$ cat src/common/cel_defines.vh
// Register offsets, field positions and reset values of the event,
// level, regulator and preamplifier register slice.
// Assumes inclusion by the bare name from the design files.
//
// Functional notes
// - Jack change flag in event bit 7, resets 0, write 1 clears it.
// - Jack event drives low interrupt output only while mask bit 7 is 0.
// - Threshold flag in event bit 0, routed to interrupt while mask bit 0 is 0.
// - Pad voltage bit 0: 0 means 2.5-3.6 V, 1 means 1.5-2.5 V; resets 0.
// - Regulator bit 7 high makes core regulator active; bias must be on first.
// - Regulator level bits 5:4: 1.05, 1.10, 1.20, 1.40 V; resets 00.
// - Detector enables bits 3:0, one channel each, 1 enables, reset 0.
// - Threshold bits 6:0 set anti-clip level (x+1)/128 full scale; resets 0x7F.
// - Preamp control bit 7 enables the preamplifier; resets 0.
// - Preamp control bit 6 mutes the preamplifier; resets 1.
// - Preamp gain bits 2:0 in 6 dB steps from -6 to 36 dB; resets 001.
// - Preamp source bits 1:0: differential, positive, negative, reserved.
`ifndef CEL_DEFINES_VH
`define CEL_DEFINES_VH

// ============================================================
// Register offsets
`define CEL_ADDR_DET_EN      8'h50
`define CEL_ADDR_DET_THR     8'h51
`define CEL_ADDR_P1_SW       8'hB4
`define CEL_ADDR_P1_GAIN     8'hB5
`define CEL_ADDR_P1_SRC      8'hB7
`define CEL_ADDR_P2_SW       8'hB8
`define CEL_ADDR_P2_GAIN     8'hB9
`define CEL_ADDR_P2_SRC      8'hBB
`define CEL_ADDR_PAD         8'hE0
`define CEL_ADDR_REG         8'hE1
`define CEL_ADDR_FLAGS       8'hED
`define CEL_ADDR_MASKS       8'hEE

// ============================================================
// Field positions
`define CEL_JACK_BIT         7
`define CEL_THR_BIT          0
`define CEL_PAD_BIT          0
`define CEL_REG_EN_BIT       7
`define CEL_REG_LVL_HI       5
`define CEL_REG_LVL_LO       4
`define CEL_DET_EN_HI        3
`define CEL_THR_HI           6
`define CEL_P_EN_BIT         7
`define CEL_P_MUTE_BIT       6
`define CEL_GAIN_HI          2
`define CEL_SRC_HI           1

// ============================================================
// Reset values
`define CEL_RST_DET_EN       4'h0
`define CEL_RST_THR          7'h7F
`define CEL_RST_GAIN         3'h1
`define CEL_RST_SRC          2'h0
`define CEL_RST_PAD          1'h0
`define CEL_RST_REG_LVL      2'h0
`define CEL_RST_EN           1'h0
`define CEL_RST_MUTE         1'h1
`define CEL_RST_FLAG         1'h0
`define CEL_RST_MASK         1'h0
`define CEL_RST_BYTE         8'h00

`endif

$ cat src/hdl/cel_level_cmp.v
// Level comparator for the four detector channels.
// Assumes 7-bit channel magnitudes synchronous to mclk.
`timescale 1ns/1ps
module cel_level_cmp (
  input  wire [3:0]  chan_en,
  input  wire [6:0]  threshold,
  input  wire [27:0] chan_level,
  output reg         crossing
);
  integer i;
  // ============================================================
  // Any enabled channel above threshold
  always @* begin
    crossing = 1'b0;
    for (i = 0; i < 4; i = i + 1) begin
      if (chan_en[i] && (chan_level[i*7 +: 7] > threshold)) begin
        crossing = 1'b1;
      end
    end
  end
endmodule // cel_level_cmp

$ cat src/hdl/cel_regs.v
// Event, level detector, regulator and preamplifier register slice.
// Assumes a byte-wide control port already decoded from the serial
// control interface: one-cycle write and read strobes on mclk.
`timescale 1ns/1ps
`include "cel_defines.vh"
module cel_regs (
  input  wire        mclk,
  input  wire        reset,
  input  wire [7:0]  reg_addr,
  input  wire [7:0]  reg_wdata,
  input  wire        reg_wr,
  input  wire        reg_rd,
  output reg  [7:0]  reg_rdata_r,
  input  wire        jack_change,
  input  wire [27:0] chan_level,
  output reg         interrupt_out_low_r,
  output reg  [3:0]  det_chan_en_r,
  output reg  [6:0]  det_threshold_r,
  output reg         pad_low_range_r,
  output reg         core_reg_en_r,
  output reg  [1:0]  core_reg_level_r,
  output reg         p1_en_r,
  output reg         p1_mute_r,
  output reg  [2:0]  p1_gain_r,
  output reg  [1:0]  p1_src_r,
  output reg         p2_en_r,
  output reg         p2_mute_r,
  output reg  [2:0]  p2_gain_r,
  output reg  [1:0]  p2_src_r
);

  // ============================================================
  // Internal state
  reg        jack_flag_r;
  reg        thr_flag_r;
  reg        jack_mask_r;
  reg        thr_mask_r;
  reg        jack_flag_nxt;
  reg        thr_flag_nxt;
  reg [7:0]  rdata_nxt;
  wire       crossing;
  wire       wr_flags;

  // Write-one-to-clear strobe per bit of the event register
  function w1c;
    input       wr;
    input [7:0] addr;
    input       bit_val;
    begin
      w1c = wr && (addr == `CEL_ADDR_FLAGS) && bit_val;
    end
  endfunction

  assign wr_flags = reg_wr && (reg_addr == `CEL_ADDR_FLAGS);

  cel_level_cmp u_cmp (
    .chan_en    (det_chan_en_r),
    .threshold  (det_threshold_r),
    .chan_level (chan_level),
    .crossing   (crossing)
  );

  // ============================================================
  // Sticky flags; a new event beats a clear in the same cycle
  always @* begin
    jack_flag_nxt = jack_flag_r;
    thr_flag_nxt  = thr_flag_r;
    if (w1c(reg_wr, reg_addr, reg_wdata[`CEL_JACK_BIT])) begin
      jack_flag_nxt = 1'b0;
    end
    if (w1c(reg_wr, reg_addr, reg_wdata[`CEL_THR_BIT])) begin
      thr_flag_nxt = 1'b0;
    end
    if (jack_change) begin
      jack_flag_nxt = 1'b1;
    end
    if (crossing) begin
      thr_flag_nxt = 1'b1;
    end
  end

  always @(posedge mclk or posedge reset) begin
    if (reset) begin
      jack_flag_r <= `CEL_RST_FLAG;
      thr_flag_r  <= `CEL_RST_FLAG;
    end else begin
      jack_flag_r <= jack_flag_nxt;
      thr_flag_r  <= thr_flag_nxt;
    end
  end

  // ============================================================
  // Interrupt pin; registered from next flag state to save a cycle
  always @(posedge mclk or posedge reset) begin
    if (reset) begin
      interrupt_out_low_r <= 1'b1;
    end else begin
      interrupt_out_low_r <= ~((jack_flag_nxt & ~jack_mask_r)
                             | (thr_flag_nxt & ~thr_mask_r));
    end
  end

  // ============================================================
  // Control register writes
  always @(posedge mclk or posedge reset) begin
    if (reset) begin
      det_chan_en_r    <= `CEL_RST_DET_EN;
      det_threshold_r  <= `CEL_RST_THR;
      pad_low_range_r  <= `CEL_RST_PAD;
      core_reg_en_r    <= `CEL_RST_EN;
      core_reg_level_r <= `CEL_RST_REG_LVL;
      p1_en_r          <= `CEL_RST_EN;
      p1_mute_r        <= `CEL_RST_MUTE;
      p1_gain_r        <= `CEL_RST_GAIN;
      p1_src_r         <= `CEL_RST_SRC;
      p2_en_r          <= `CEL_RST_EN;
      p2_mute_r        <= `CEL_RST_MUTE;
      p2_gain_r        <= `CEL_RST_GAIN;
      p2_src_r         <= `CEL_RST_SRC;
      jack_mask_r      <= `CEL_RST_MASK;
      thr_mask_r       <= `CEL_RST_MASK;
    end else if (reg_wr) begin
      if (reg_addr == `CEL_ADDR_DET_EN) begin
        det_chan_en_r <= reg_wdata[`CEL_DET_EN_HI:0];
      end else if (reg_addr == `CEL_ADDR_DET_THR) begin
        det_threshold_r <= reg_wdata[`CEL_THR_HI:0];
      end else if (reg_addr == `CEL_ADDR_PAD) begin
        pad_low_range_r <= reg_wdata[`CEL_PAD_BIT];
      end else if (reg_addr == `CEL_ADDR_REG) begin
        // Bias must already be on; this block cannot check it
        core_reg_en_r    <= reg_wdata[`CEL_REG_EN_BIT];
        core_reg_level_r <= reg_wdata[`CEL_REG_LVL_HI:`CEL_REG_LVL_LO];
      end else if (reg_addr == `CEL_ADDR_P1_SW) begin
        p1_en_r   <= reg_wdata[`CEL_P_EN_BIT];
        p1_mute_r <= reg_wdata[`CEL_P_MUTE_BIT];
      end else if (reg_addr == `CEL_ADDR_P1_GAIN) begin
        p1_gain_r <= reg_wdata[`CEL_GAIN_HI:0];
      end else if (reg_addr == `CEL_ADDR_P1_SRC) begin
        p1_src_r <= reg_wdata[`CEL_SRC_HI:0];
      end else if (reg_addr == `CEL_ADDR_P2_SW) begin
        p2_en_r   <= reg_wdata[`CEL_P_EN_BIT];
        p2_mute_r <= reg_wdata[`CEL_P_MUTE_BIT];
      end else if (reg_addr == `CEL_ADDR_P2_GAIN) begin
        p2_gain_r <= reg_wdata[`CEL_GAIN_HI:0];
      end else if (reg_addr == `CEL_ADDR_P2_SRC) begin
        p2_src_r <= reg_wdata[`CEL_SRC_HI:0];
      end else if (reg_addr == `CEL_ADDR_MASKS) begin
        jack_mask_r <= reg_wdata[`CEL_JACK_BIT];
        thr_mask_r  <= reg_wdata[`CEL_THR_BIT];
      end
    end
  end

  // ============================================================
  // Read mux; reserved bits and unmapped addresses read zero
  always @* begin
    rdata_nxt = `CEL_RST_BYTE;
    if (reg_addr == `CEL_ADDR_DET_EN) begin
      rdata_nxt[`CEL_DET_EN_HI:0] = det_chan_en_r;
    end else if (reg_addr == `CEL_ADDR_DET_THR) begin
      rdata_nxt[`CEL_THR_HI:0] = det_threshold_r;
    end else if (reg_addr == `CEL_ADDR_PAD) begin
      rdata_nxt[`CEL_PAD_BIT] = pad_low_range_r;
    end else if (reg_addr == `CEL_ADDR_REG) begin
      rdata_nxt[`CEL_REG_EN_BIT] = core_reg_en_r;
      rdata_nxt[`CEL_REG_LVL_HI:`CEL_REG_LVL_LO] = core_reg_level_r;
    end else if (reg_addr == `CEL_ADDR_P1_SW) begin
      rdata_nxt[`CEL_P_EN_BIT]   = p1_en_r;
      rdata_nxt[`CEL_P_MUTE_BIT] = p1_mute_r;
    end else if (reg_addr == `CEL_ADDR_P1_GAIN) begin
      rdata_nxt[`CEL_GAIN_HI:0] = p1_gain_r;
    end else if (reg_addr == `CEL_ADDR_P1_SRC) begin
      rdata_nxt[`CEL_SRC_HI:0] = p1_src_r;
    end else if (reg_addr == `CEL_ADDR_P2_SW) begin
      rdata_nxt[`CEL_P_EN_BIT]   = p2_en_r;
      rdata_nxt[`CEL_P_MUTE_BIT] = p2_mute_r;
    end else if (reg_addr == `CEL_ADDR_P2_GAIN) begin
      rdata_nxt[`CEL_GAIN_HI:0] = p2_gain_r;
    end else if (reg_addr == `CEL_ADDR_P2_SRC) begin
      rdata_nxt[`CEL_SRC_HI:0] = p2_src_r;
    end else if (reg_addr == `CEL_ADDR_FLAGS) begin
      rdata_nxt[`CEL_JACK_BIT] = jack_flag_r;
      rdata_nxt[`CEL_THR_BIT]  = thr_flag_r;
    end else if (reg_addr == `CEL_ADDR_MASKS) begin
      rdata_nxt[`CEL_JACK_BIT] = jack_mask_r;
      rdata_nxt[`CEL_THR_BIT]  = thr_mask_r;
    end
  end

  // Read data holds until the next read
  always @(posedge mclk or posedge reset) begin
    if (reset) begin
      reg_rdata_r <= `CEL_RST_BYTE;
    end else if (reg_rd && !wr_flags) begin
      reg_rdata_r <= rdata_nxt;
    end else if (reg_rd) begin
      reg_rdata_r <= rdata_nxt;
    end
  end

endmodule // cel_regs

$ cat config.mk
export PLATFORM = sky130hd
export DESIGN_NAME = cel_regs
export DESIGN_NICKNAME = d
export VERILOG_FILES = /design/src/hdl/cel_level_cmp.v /design/src/hdl/cel_regs.v
export VERILOG_INCLUDE_DIRS = /design/src /design/src/common
export SDC_FILE = /design/constraint.sdc
export NUM_CORES = 1
export LEC_CHECK = 0
export BUFFER_PORTS_ARGS = -buffer_cell sky130_fd_sc_hd__buf_2
export CAP_MARGIN = 30
export CORE_MARGIN = 5
export CORE_UTILIZATION = 50
export DETAILED_ROUTE_END_ITERATION = 6
export PLACE_DENSITY = 0.78
export SETUP_SLACK_MARGIN = 0.2
export SLEW_MARGIN = 20
export SYNTH_ARGS = -nofsm -noshare
export SYNTH_HDL_FRONTEND = slang
export SYNTH_SLANG_ARGS = --single-unit
$ cat constraint.sdc
create_clock -name mclk -period 2.1 [get_ports mclk]
set_input_delay 0.42 -clock mclk [delete_from_list [all_inputs] [get_ports mclk]]
set_output_delay 0.42 -clock mclk [all_outputs]
set_load 0.02 [all_outputs]
* Yosys cells after proc, flatten, opt, wreduce, memory -nomap -nowiden *
Cells that the tools add are included.

word-level totals
  flip-flop bits (word level) = 42
  word-level logic and storage cells = 115
  output and inout bits = 38
  input bits = 49

operators by class
  equal/unequal tests = 12
  $lt $le $gt $ge = 4
  muxes and demuxes = 43
  bitwise gates (word level) = 16
  reductions and logical operators = 21

operators with widths
  operator                                             number
  equality test 8 bit, second input constant           10
  greater-than comparator 7 bit                        4
  two-way mux 1 bit                                    25
  two-way mux 3 bit                                    6
  equality test 8 x 7 -> 1 bit, second input constant  2
  two-way mux 8 bit                                    2
  two-way mux 2 bit                                    7
  NOT 1 bit                                            13
  two-way mux 4 bit                                    3
  AND reduction 12 bit                                 1
  AND reduction 11 bit                                 1
  AND reduction 10 bit                                 1
  AND reduction 9 bit                                  1
  logical AND 1 bit                                    8
  AND reduction 8 bit                                  1
  AND reduction 7 bit                                  1
  AND reduction 6 bit                                  1
  AND reduction 5 bit                                  1
  AND reduction 4 bit                                  1
  AND reduction 3 bit                                  1
  AND 1 bit                                            2
  AND reduction 2 bit                                  1
  nonzero test 2 bit                                   1
  zero test 1 bit                                      1
  OR 1 bit                                             1

* Longest topological paths before layout *
Gate-level depths: netlist of run 1.

  depth in word-level cells = 15
  mapped depth = 7

* By module *
From an unflattened synthesis of run 1, not the netlist that was laid out.

second synthesis, totals
  cell total of the unflattened synthesis = 273
  area total of the unflattened synthesis = 2826.5 µm²

modules (own cells, without submodules)
  module         area an instance (µm²)  cells each  instances  sequential area each (µm²)
  cel_regs       2207.1                  194         1          1066.0
  cel_level_cmp  619.3                   79          1          0.0

* Worst setup path before layout of run 1 *
No wires, ideal clock.

  path type = register -> register
  start = register det_threshold_r[4]
  end = register thr_flag_r
  data required time = 1.973 ns
  stages on the path, launching flop included = 6
  buffers on the path = 0
  setup time = 0.127 ns
  arrival = 1.834 ns
  path slack = 0.138 ns
  path through = dfstp_2 inv_1 ha_1 a2111oi_0 a21oi_1 or2_2

on the way
  cells in the longest elaborated chain, start to end = 7
  elaborated cells between the ends (all ways) = 13
  classes of those cells = order compare (4); mux (5); reduce/logical (4)

RTL lines
  what                             RTL line            RTL
  from (decl)                      cel_regs.v:18       output reg [6:0] det_threshold_r,
  from (signal assigned)           cel_regs.v:108      det_threshold_r <= `CEL_RST_THR;
  from (signal assigned)           cel_regs.v:126      det_threshold_r <= reg_wdata[`CEL_THR_HI:0];
  greater-than comparator 7 bit    cel_level_cmp.v:16  if (chan_en[i] && (chan_level[i*7 +: 7] > threshold)) begin
  logical AND 1 bit                cel_level_cmp.v:16
  two-way mux 1 bit (3 in series)  cel_level_cmp.v:16
  two-way mux 1 bit (*)            cel_level_cmp.v:16
  two-way mux 1 bit (*)            cel_regs.v:77       if (crossing) begin
  via thr_flag_nxt                 cel_regs.v:39       reg thr_flag_nxt;
  to (signal assigned)             cel_regs.v:85       thr_flag_r <= `CEL_RST_FLAG;
  to (signal assigned)             cel_regs.v:88       thr_flag_r <= thr_flag_nxt;
  to (decl)                        cel_regs.v:35       reg thr_flag_r;

The timed path passes the listed nets; every way through them passes the cells marked *.
A chain may end at the register's enable or synchronous reset.

* Final worst setup path of run 1 *
Ends and elaborated chain as after synthesis.

==> summary.txt, run 1 <==
outcome: completed
clk_lat worst skew: 0.30 ns
Crit Reg-Reg Startpoint: det_threshold_r[4]$_DFFE_PP1P_
Max Clock Skew: 0.007948 ns
Placed Area: 3344 µm²
arrival time at the worst endpoint: 2.11 ns
worst vdd ir: 0.0003894 V
Switch Pwr: 0.0005793 W
die footprint: 7214 µm²
CP delay by family, top: flip-flops
internal power: 0.001561 W
DRC viols: 0
Worst-Margin Slew: 0.5176 ns
total of warnings raised by yosys: 0
final cell count without fillers: 441
sequential cell area: 1066 µm²
CP cell instances: inv_4 > ha_4 > a211oi_2 > nor2_1 > o31ai_1 > nand4_1 > or2_4
Worst setup EP type: flop
Die X: 84.94 µm
leakage: 1.758 nW
power per standard cell area: 576.0 nW/µm²
slowest stage cell, crit path: dfstp_2
synthesized area per cell: 10.32 µm²
vias per cell: 5.837
Layout Utilization: 0.6790
grt total ovfl: 0
H-tree depth: 2
TritonCTS clock tree: done
Flop pwr share: 0.417
sequential area share after synthesis: 0.3797
Max Clk Rate: 520.1 MHz
R2R cell count: 7
Hold Path Class: input port to asynchronous set/reset pin
Final Hold Fails: 0
critical path depth: 7
Bufs and invs on worst path: 1
core area: 5473 µm²
Final Setup Violations: 0
largest net degree at the start of global routing: 43
synthesized area: 2808 µm²
WS Path Type: flop to flop
Worst-path clk slew: 0.08 ns
Post-CTS Hold Fix Bufs: 0
Fillers: 436
vias in the first global route: 2577
Setup TNS: 0 ns
footprint of the multi-input gates: 1818 µm²
Netlist cell types: 57
Post-Syn Nets: 349
TritonCTS Buffers: 5
fin crit share: 0.9157
fraction of layout instances using a drive strength above 1: 0.4986
CTS Buffer Depth: 2
Finished Cell Area: 3716 µm²
Final nets: 445
commonest non-fill, non-tap cells in the layout: buf_2, dfrtp_1, mux2_2, ha_1, nand3_1
first-pass GRT wire length: 12.57 mm
crit start category: flop
dpl cells: 427
Cell Rows: 27
clock network power share: 0.372
routed via count: 2574
number of synthesized flops with an enable pin: 0
Comb pwr share: 0.211
RSZ-0062 raised after global routing: yes
switch share: 0.2707
Initial Util: 0.5130
commonest non-fill, non-tap cell in the layout: buf_2
post-synthesis async set-or-reset flop share: 1.000
Worst slew margin: 0.6549
slowest stage delay, CP: 0.57 ns
num ports: 87
# diodes: 0
WL final: 7.996 mm
worst-path maximum fanout: 4
PortBufs: 86
initial DRC count: 156
RR Endpoint: thr_flag_r$_DFF_PP0_
area grow syn2layout: 32.35%
Main synth FF type: dfrtp_1
antenna violations before repair: 0
Mapped Cells: 272
Period minus WS final: 1.923 ns
R2R Setup Slk: 0.18 ns
max-cap violation count: 0
final weighted congestion in routability-driven placement: 0.8872
ANT nets after route: 0
CP required: 2.29 ns
Slew Viols, Final: 0
die height: 84.94 µm
Root Buffer: clkbuf_8
clock tree sinks: 42
hpwl dp: 5.928 mm
GRT Util Overall: 0.2192
Synth Register Bits: 42
Initial DRT Pass Iterations: 6
routed len/inst: 18.13 µm
-- worst max path at each step --
stage,start,end,slack [ns]
2_1_floorplan,det_threshold_r[4]$_DFFE_PP1P_,thr_flag_r$_DFF_PP0_,0.21
5_1_grt,det_threshold_r[2]$_DFFE_PP1P_,interrupt_out_low_r$_DFF_PP1_,0.08
6_report,det_threshold_r[4]$_DFFE_PP1P_,thr_flag_r$_DFF_PP0_,0.18
3_3_place_gp,det_threshold_r[4]$_DFFE_PP1P_,interrupt_out_low_r$_DFF_PP1_,0.02
4_1_cts,det_threshold_r[2]$_DFFE_PP1P_,interrupt_out_low_r$_DFF_PP1_,0.19
3_5_place_dp,det_threshold_r[4]$_DFFE_PP1P_,interrupt_out_low_r$_DFF_PP1_,0.06
-- per-stage QoR --
step / worst slack, ns / hold slack [ns] / total power, W
after floorplan: 0.2095 / 0.4696 / 0.001134
after global placement: 0.02498 / 0.4937 / 0.001283
after detailed placement: 0.06437 / 0.5014 / 0.001295
after CTS: 0.1910 / 0.2457 / 0.002120
after global routing: 0.08221 / 0.2731 / 0.002239
final: 0.1771 / 0.2224 / 0.002140
-- final cells by class --
cell class                 count  share of cell area
clock inverter                 2             0.01616
inverter                      19             0.02121
sequential                    42              0.2869
multi-input combinational    202              0.4892
timing repair buffer          98              0.1401
clock buffer                   6             0.02222
tap                           72             0.02424
-- worst reg2reg max path, cell delays in order (launching register included) --
cell and delay (ns):
dfstp_2 0.57, inv_4 0.07, ha_4 0.23, a211oi_2 0.20, nor2_1 0.08, o31ai_1 0.21
nand4_1 0.18, or2_4 0.27
-- registers in the layout, summed over array words and instances (netlist names), 2 cells and up --
name,cells
core_reg_level_r,2
p1_gain_r,3
det_chan_en_r,4
p2_gain_r,3
reg_rdata_r,8
p2_src_r,2
det_threshold_r,7
p1_src_r,2
-- power groups by stage --
stage / logic [W] / clock network (W) / registers, W
final: 0.000452 / 0.000797 / 0.000892
after global placement: 0.000378 / 0 / 0.000906
after detailed placement: 0.000388 / 0 / 0.000907
after CTS: 0.000425 / 0.000803 / 0.000891
after floorplan: 0.000191 / 0 / 0.000943
after global routing: 0.000497 / 0.000845 / 0.000897
-- kinds of logic (layout without fill, tap and decap cells) --
family / count (synthesis) / in the layout / synth area share
AND/OR/NAND/NOR: 79 / 79 / 0.1747
AO/OA/AOI/OAI: 65 / 65 / 0.1551
flip-flops: 42 / 42 / 0.3797
multiplexers: 30 / 30 / 0.1217
adder cells (fa/ha/maj): 28 / 28 / 0.1248
buffers and inverters: 28 / 125 / 0.04411
-- synth_stat cells (3+ instances only) --
cell type | n | share of area
nand2_1 | 13 | 0.017
o221ai_1 | 3 | 0.0094
dfstp_2 | 12 | 0.11
clkbuf_1 | 3 | 0.0040
nor2b_1 | 5 | 0.011
nand2_2 | 4 | 0.0089
buf_2 | 3 | 0.0053
o21a_1 | 4 | 0.011
a21oi_1 | 15 | 0.027
a31oi_1 | 5 | 0.011
nand4_1 | 5 | 0.011
nor2_1 | 11 | 0.015
ha_1 | 28 | 0.12
dfrtp_1 | 30 | 0.27
inv_1 | 19 | 0.025
mux2_1 | 4 | 0.016
o21ai_0 | 14 | 0.025
nand3b_1 | 5 | 0.013
a211oi_1 | 4 | 0.011
mux2_2 | 25 | 0.10
nand2b_1 | 3 | 0.0067
nand3_1 | 14 | 0.025
-- metal layers --
layer / track usage / vias up / wire (µm)
met2: 0.3708 / 109 / 4005
met5: 0 / - / 0
li1: - / 1209 / -
met4: 0.07482 / 0 / 174
met3: 0.04757 / 16 / 589
met1: 0.2770 / 1240 / 3227
-- timing repair --
item                                    4_1_cts  5_1_grt
pin swaps                                     7       10
buffers inserted                              5        1
endpoints found under the setup margin        2        2
resized for setup                            17        9
(Power assumes the default switching activity.)
==> run 2, diff against run 1 <==
--- a/config.mk
+++ b/config.mk
@@ -8,10 +8,12 @@
 export LEC_CHECK = 0
 export BUFFER_PORTS_ARGS = -buffer_cell sky130_fd_sc_hd__buf_2
 export CAP_MARGIN = 30
+export CELL_PAD_IN_SITES_DETAIL_PLACEMENT = 0
+export CELL_PAD_IN_SITES_GLOBAL_PLACEMENT = 1
 export CORE_MARGIN = 5
-export CORE_UTILIZATION = 50
+export CORE_UTILIZATION = 39
 export DETAILED_ROUTE_END_ITERATION = 6
-export PLACE_DENSITY = 0.78
+export PLACE_DENSITY_LB_ADDON = 0.1
 export SETUP_SLACK_MARGIN = 0.2
 export SLEW_MARGIN = 20
 export SYNTH_ARGS = -nofsm -noshare
==> run 2 against run 1 <==
Effect of this change: design area is 0.61% lower; total power is 12% lower; worst setup slack better by 0.0072 ns; clock power is 31% lower; largest cell class unchanged; highest routed layer unchanged.
==> summary.txt, run 2 (synthesis gave the netlist of run 1 again) <==
commonest non-fill, non-tap cells in the layout: buf_2, dfrtp_1, mux2_2, ha_1, buf_4
PortBufs: 86
Worst setup EP type: flop
initial DRC count: 103
Final Setup Violations: 0
max-cap violation count: 0
CTS Buffer Depth: 2
worst-path maximum fanout: 4
Cell Rows: 31
grt total ovfl: 0
fraction of layout instances using a drive strength above 1: 0.5027
Max Clock Skew: 0.01005 ns
TritonCTS clock tree: done
Most flops, register: reg_rdata_r
WS Path Type: flop to flop
Setup TNS: 0 ns
slowest stage delay, CP: 0.56 ns
routed via count: 2491
RSZ-0062 raised after global routing: yes
slowest stage cell, crit path: dfstp_2
Root Buffer: clkbuf_8
clock tree sinks: 42
first-pass GRT wire length: 12.97 mm
worst setup margin: 0.1843 ns
worst slack, placed: -0.02941 ns
clk_lat worst skew: 0.30 ns
power per standard cell area: 509.7 nW/µm²
Final Hold Fails: 0
Layout Utilization: 0.5175
fin crit share: 0.9123
outcome: completed
crit start category: flop
Worst slew margin: 0.6460
Slew Viols, Final: 0
die footprint: 8997 µm²
CP required: 2.29 ns
antenna violations before repair: 0
final weighted congestion in routability-driven placement: 0.8857
Period minus WS final: 1.916 ns
leakage: 1.743 nW
max reg flops: 8
core area: 7137 µm²
TritonCTS Buffers: 5
Initial Util: 0.3934
H-tree depth: 2
hpwl dp: 6.536 mm
vias in the first global route: 2590
Regs by FF count: reg_rdata_r (8), det_threshold_r (7), det_chan_en_r (4)
DRC viols: 0
die height: 94.85 µm
final cell count without fillers: 471
worst vdd ir: 0.0003540 V
largest net degree at the start of global routing: 43
Worst-path clk slew: 0.09 ns
Die X: 94.85 µm
Worst-Margin Slew: 0.5310 ns
vias per cell: 5.289
# diodes: 0
area grow syn2layout: 31.55%
CP cell instances: inv_4 > ha_4 > a211oi_2 > nor2_1 > o31ai_2 > nand4_1 > a221oi_2
Fillers: 733
Max Clk Rate: 522.0 MHz
Hold Path Class: input port to asynchronous set/reset pin
num ports: 87
GRT Util Overall: 0.1874
arrival time at the worst endpoint: 2.11 ns
WL final: 8.156 mm
routed len/inst: 17.32 µm
Initial DRT Pass Iterations: 4
Final nets: 448
commonest non-fill, non-tap cell in the layout: buf_2
ANT nets after route: 0
dpl cells: 459
hold slack: 0.2416 ns
run 2: layout make-up:
cell class,count,area [µm²],area share
multi-input combinational,202,1790,0.4848
inverter,19,78.83,0.02134
tap,99,123.9,0.03354
clock inverter,1,5.005,0.001355
sequential,42,1066,0.2886
timing repair buffer,101,543.0,0.1470
clock buffer,7,86.33,0.02337
run 2: metrics by stage:
step / power, W / area [µm²]
finish: 0.001883 / 3694
global route: 0.001988 / 3694
CTS: 0.001883 / 3632
detailed placement: 0.001302 / 3416
global placement: 0.001297 / 3416
floorplan: 0.001134 / 2831
run 2: report_power, final:
group          internal [W]  switching [W]  total, W
clock network      0.000266       0.000287  0.000553
logic              0.000190       0.000249  0.000439
registers          0.000858      0.0000322  0.000890
run 2: worst paths after layout:
check | slack (ns) | end | cells past startpoint | startpoint
worst max-delay path | 0.18 | interrupt_out_low_r$_DFF_PP1_ | 7 | det_threshold_r[4]$_DFFE_PP1P_
min in group mclk | 0.38 | core_reg_level_r[1]$_DFFE_PP0P_ | 2 | reg_wdata[5]
max in group asynchronous | 1.48 | det_threshold_r[5]$_DFFE_PP1P_ | 3 | reset
worst min-delay path | 0.24 | p1_gain_r[1]$_DFFE_PP0P_ | 3 | reset
worst min register to register | 0.53 | p2_src_r[0]$_DFFE_PP0P_ | 1 | p2_src_r[0]$_DFFE_PP0P_
worst max register to register | 0.18 | interrupt_out_low_r$_DFF_PP1_ | 7 | det_threshold_r[4]$_DFFE_PP1P_
run 2: routing by layer:
| layer | vias up | global-route usage | wire length [µm] |
|---|---|---|---|
| li1 | 1214 | - | - |
| met1 | 1212 | 0.2473 | 3781 |
| met2 | 55 | 0.3212 | 3983 |
| met3 | 10 | 0.03267 | 321 |
| met4 | 0 | 0.03846 | 70 |
| met5 | - | 0 | 0 |
run 2: repair_timing:
item                       4_1_cts  5_1_grt
hold buffers                     0        0
pin swaps                        7        9
setup buffers                    4        0
resized for setup               19        7
setup endpoints to repair        2        2
run 2: critical path: cells and delay by family, from the launching register on:
kind / cells / cell delay (ns)
compound gates: 3 / 0.73
fa+ha+maj: 1 / 0.22
buf+inv: 1 / 0.06
flops: 1 / 0.56
simple gates: 2 / 0.24
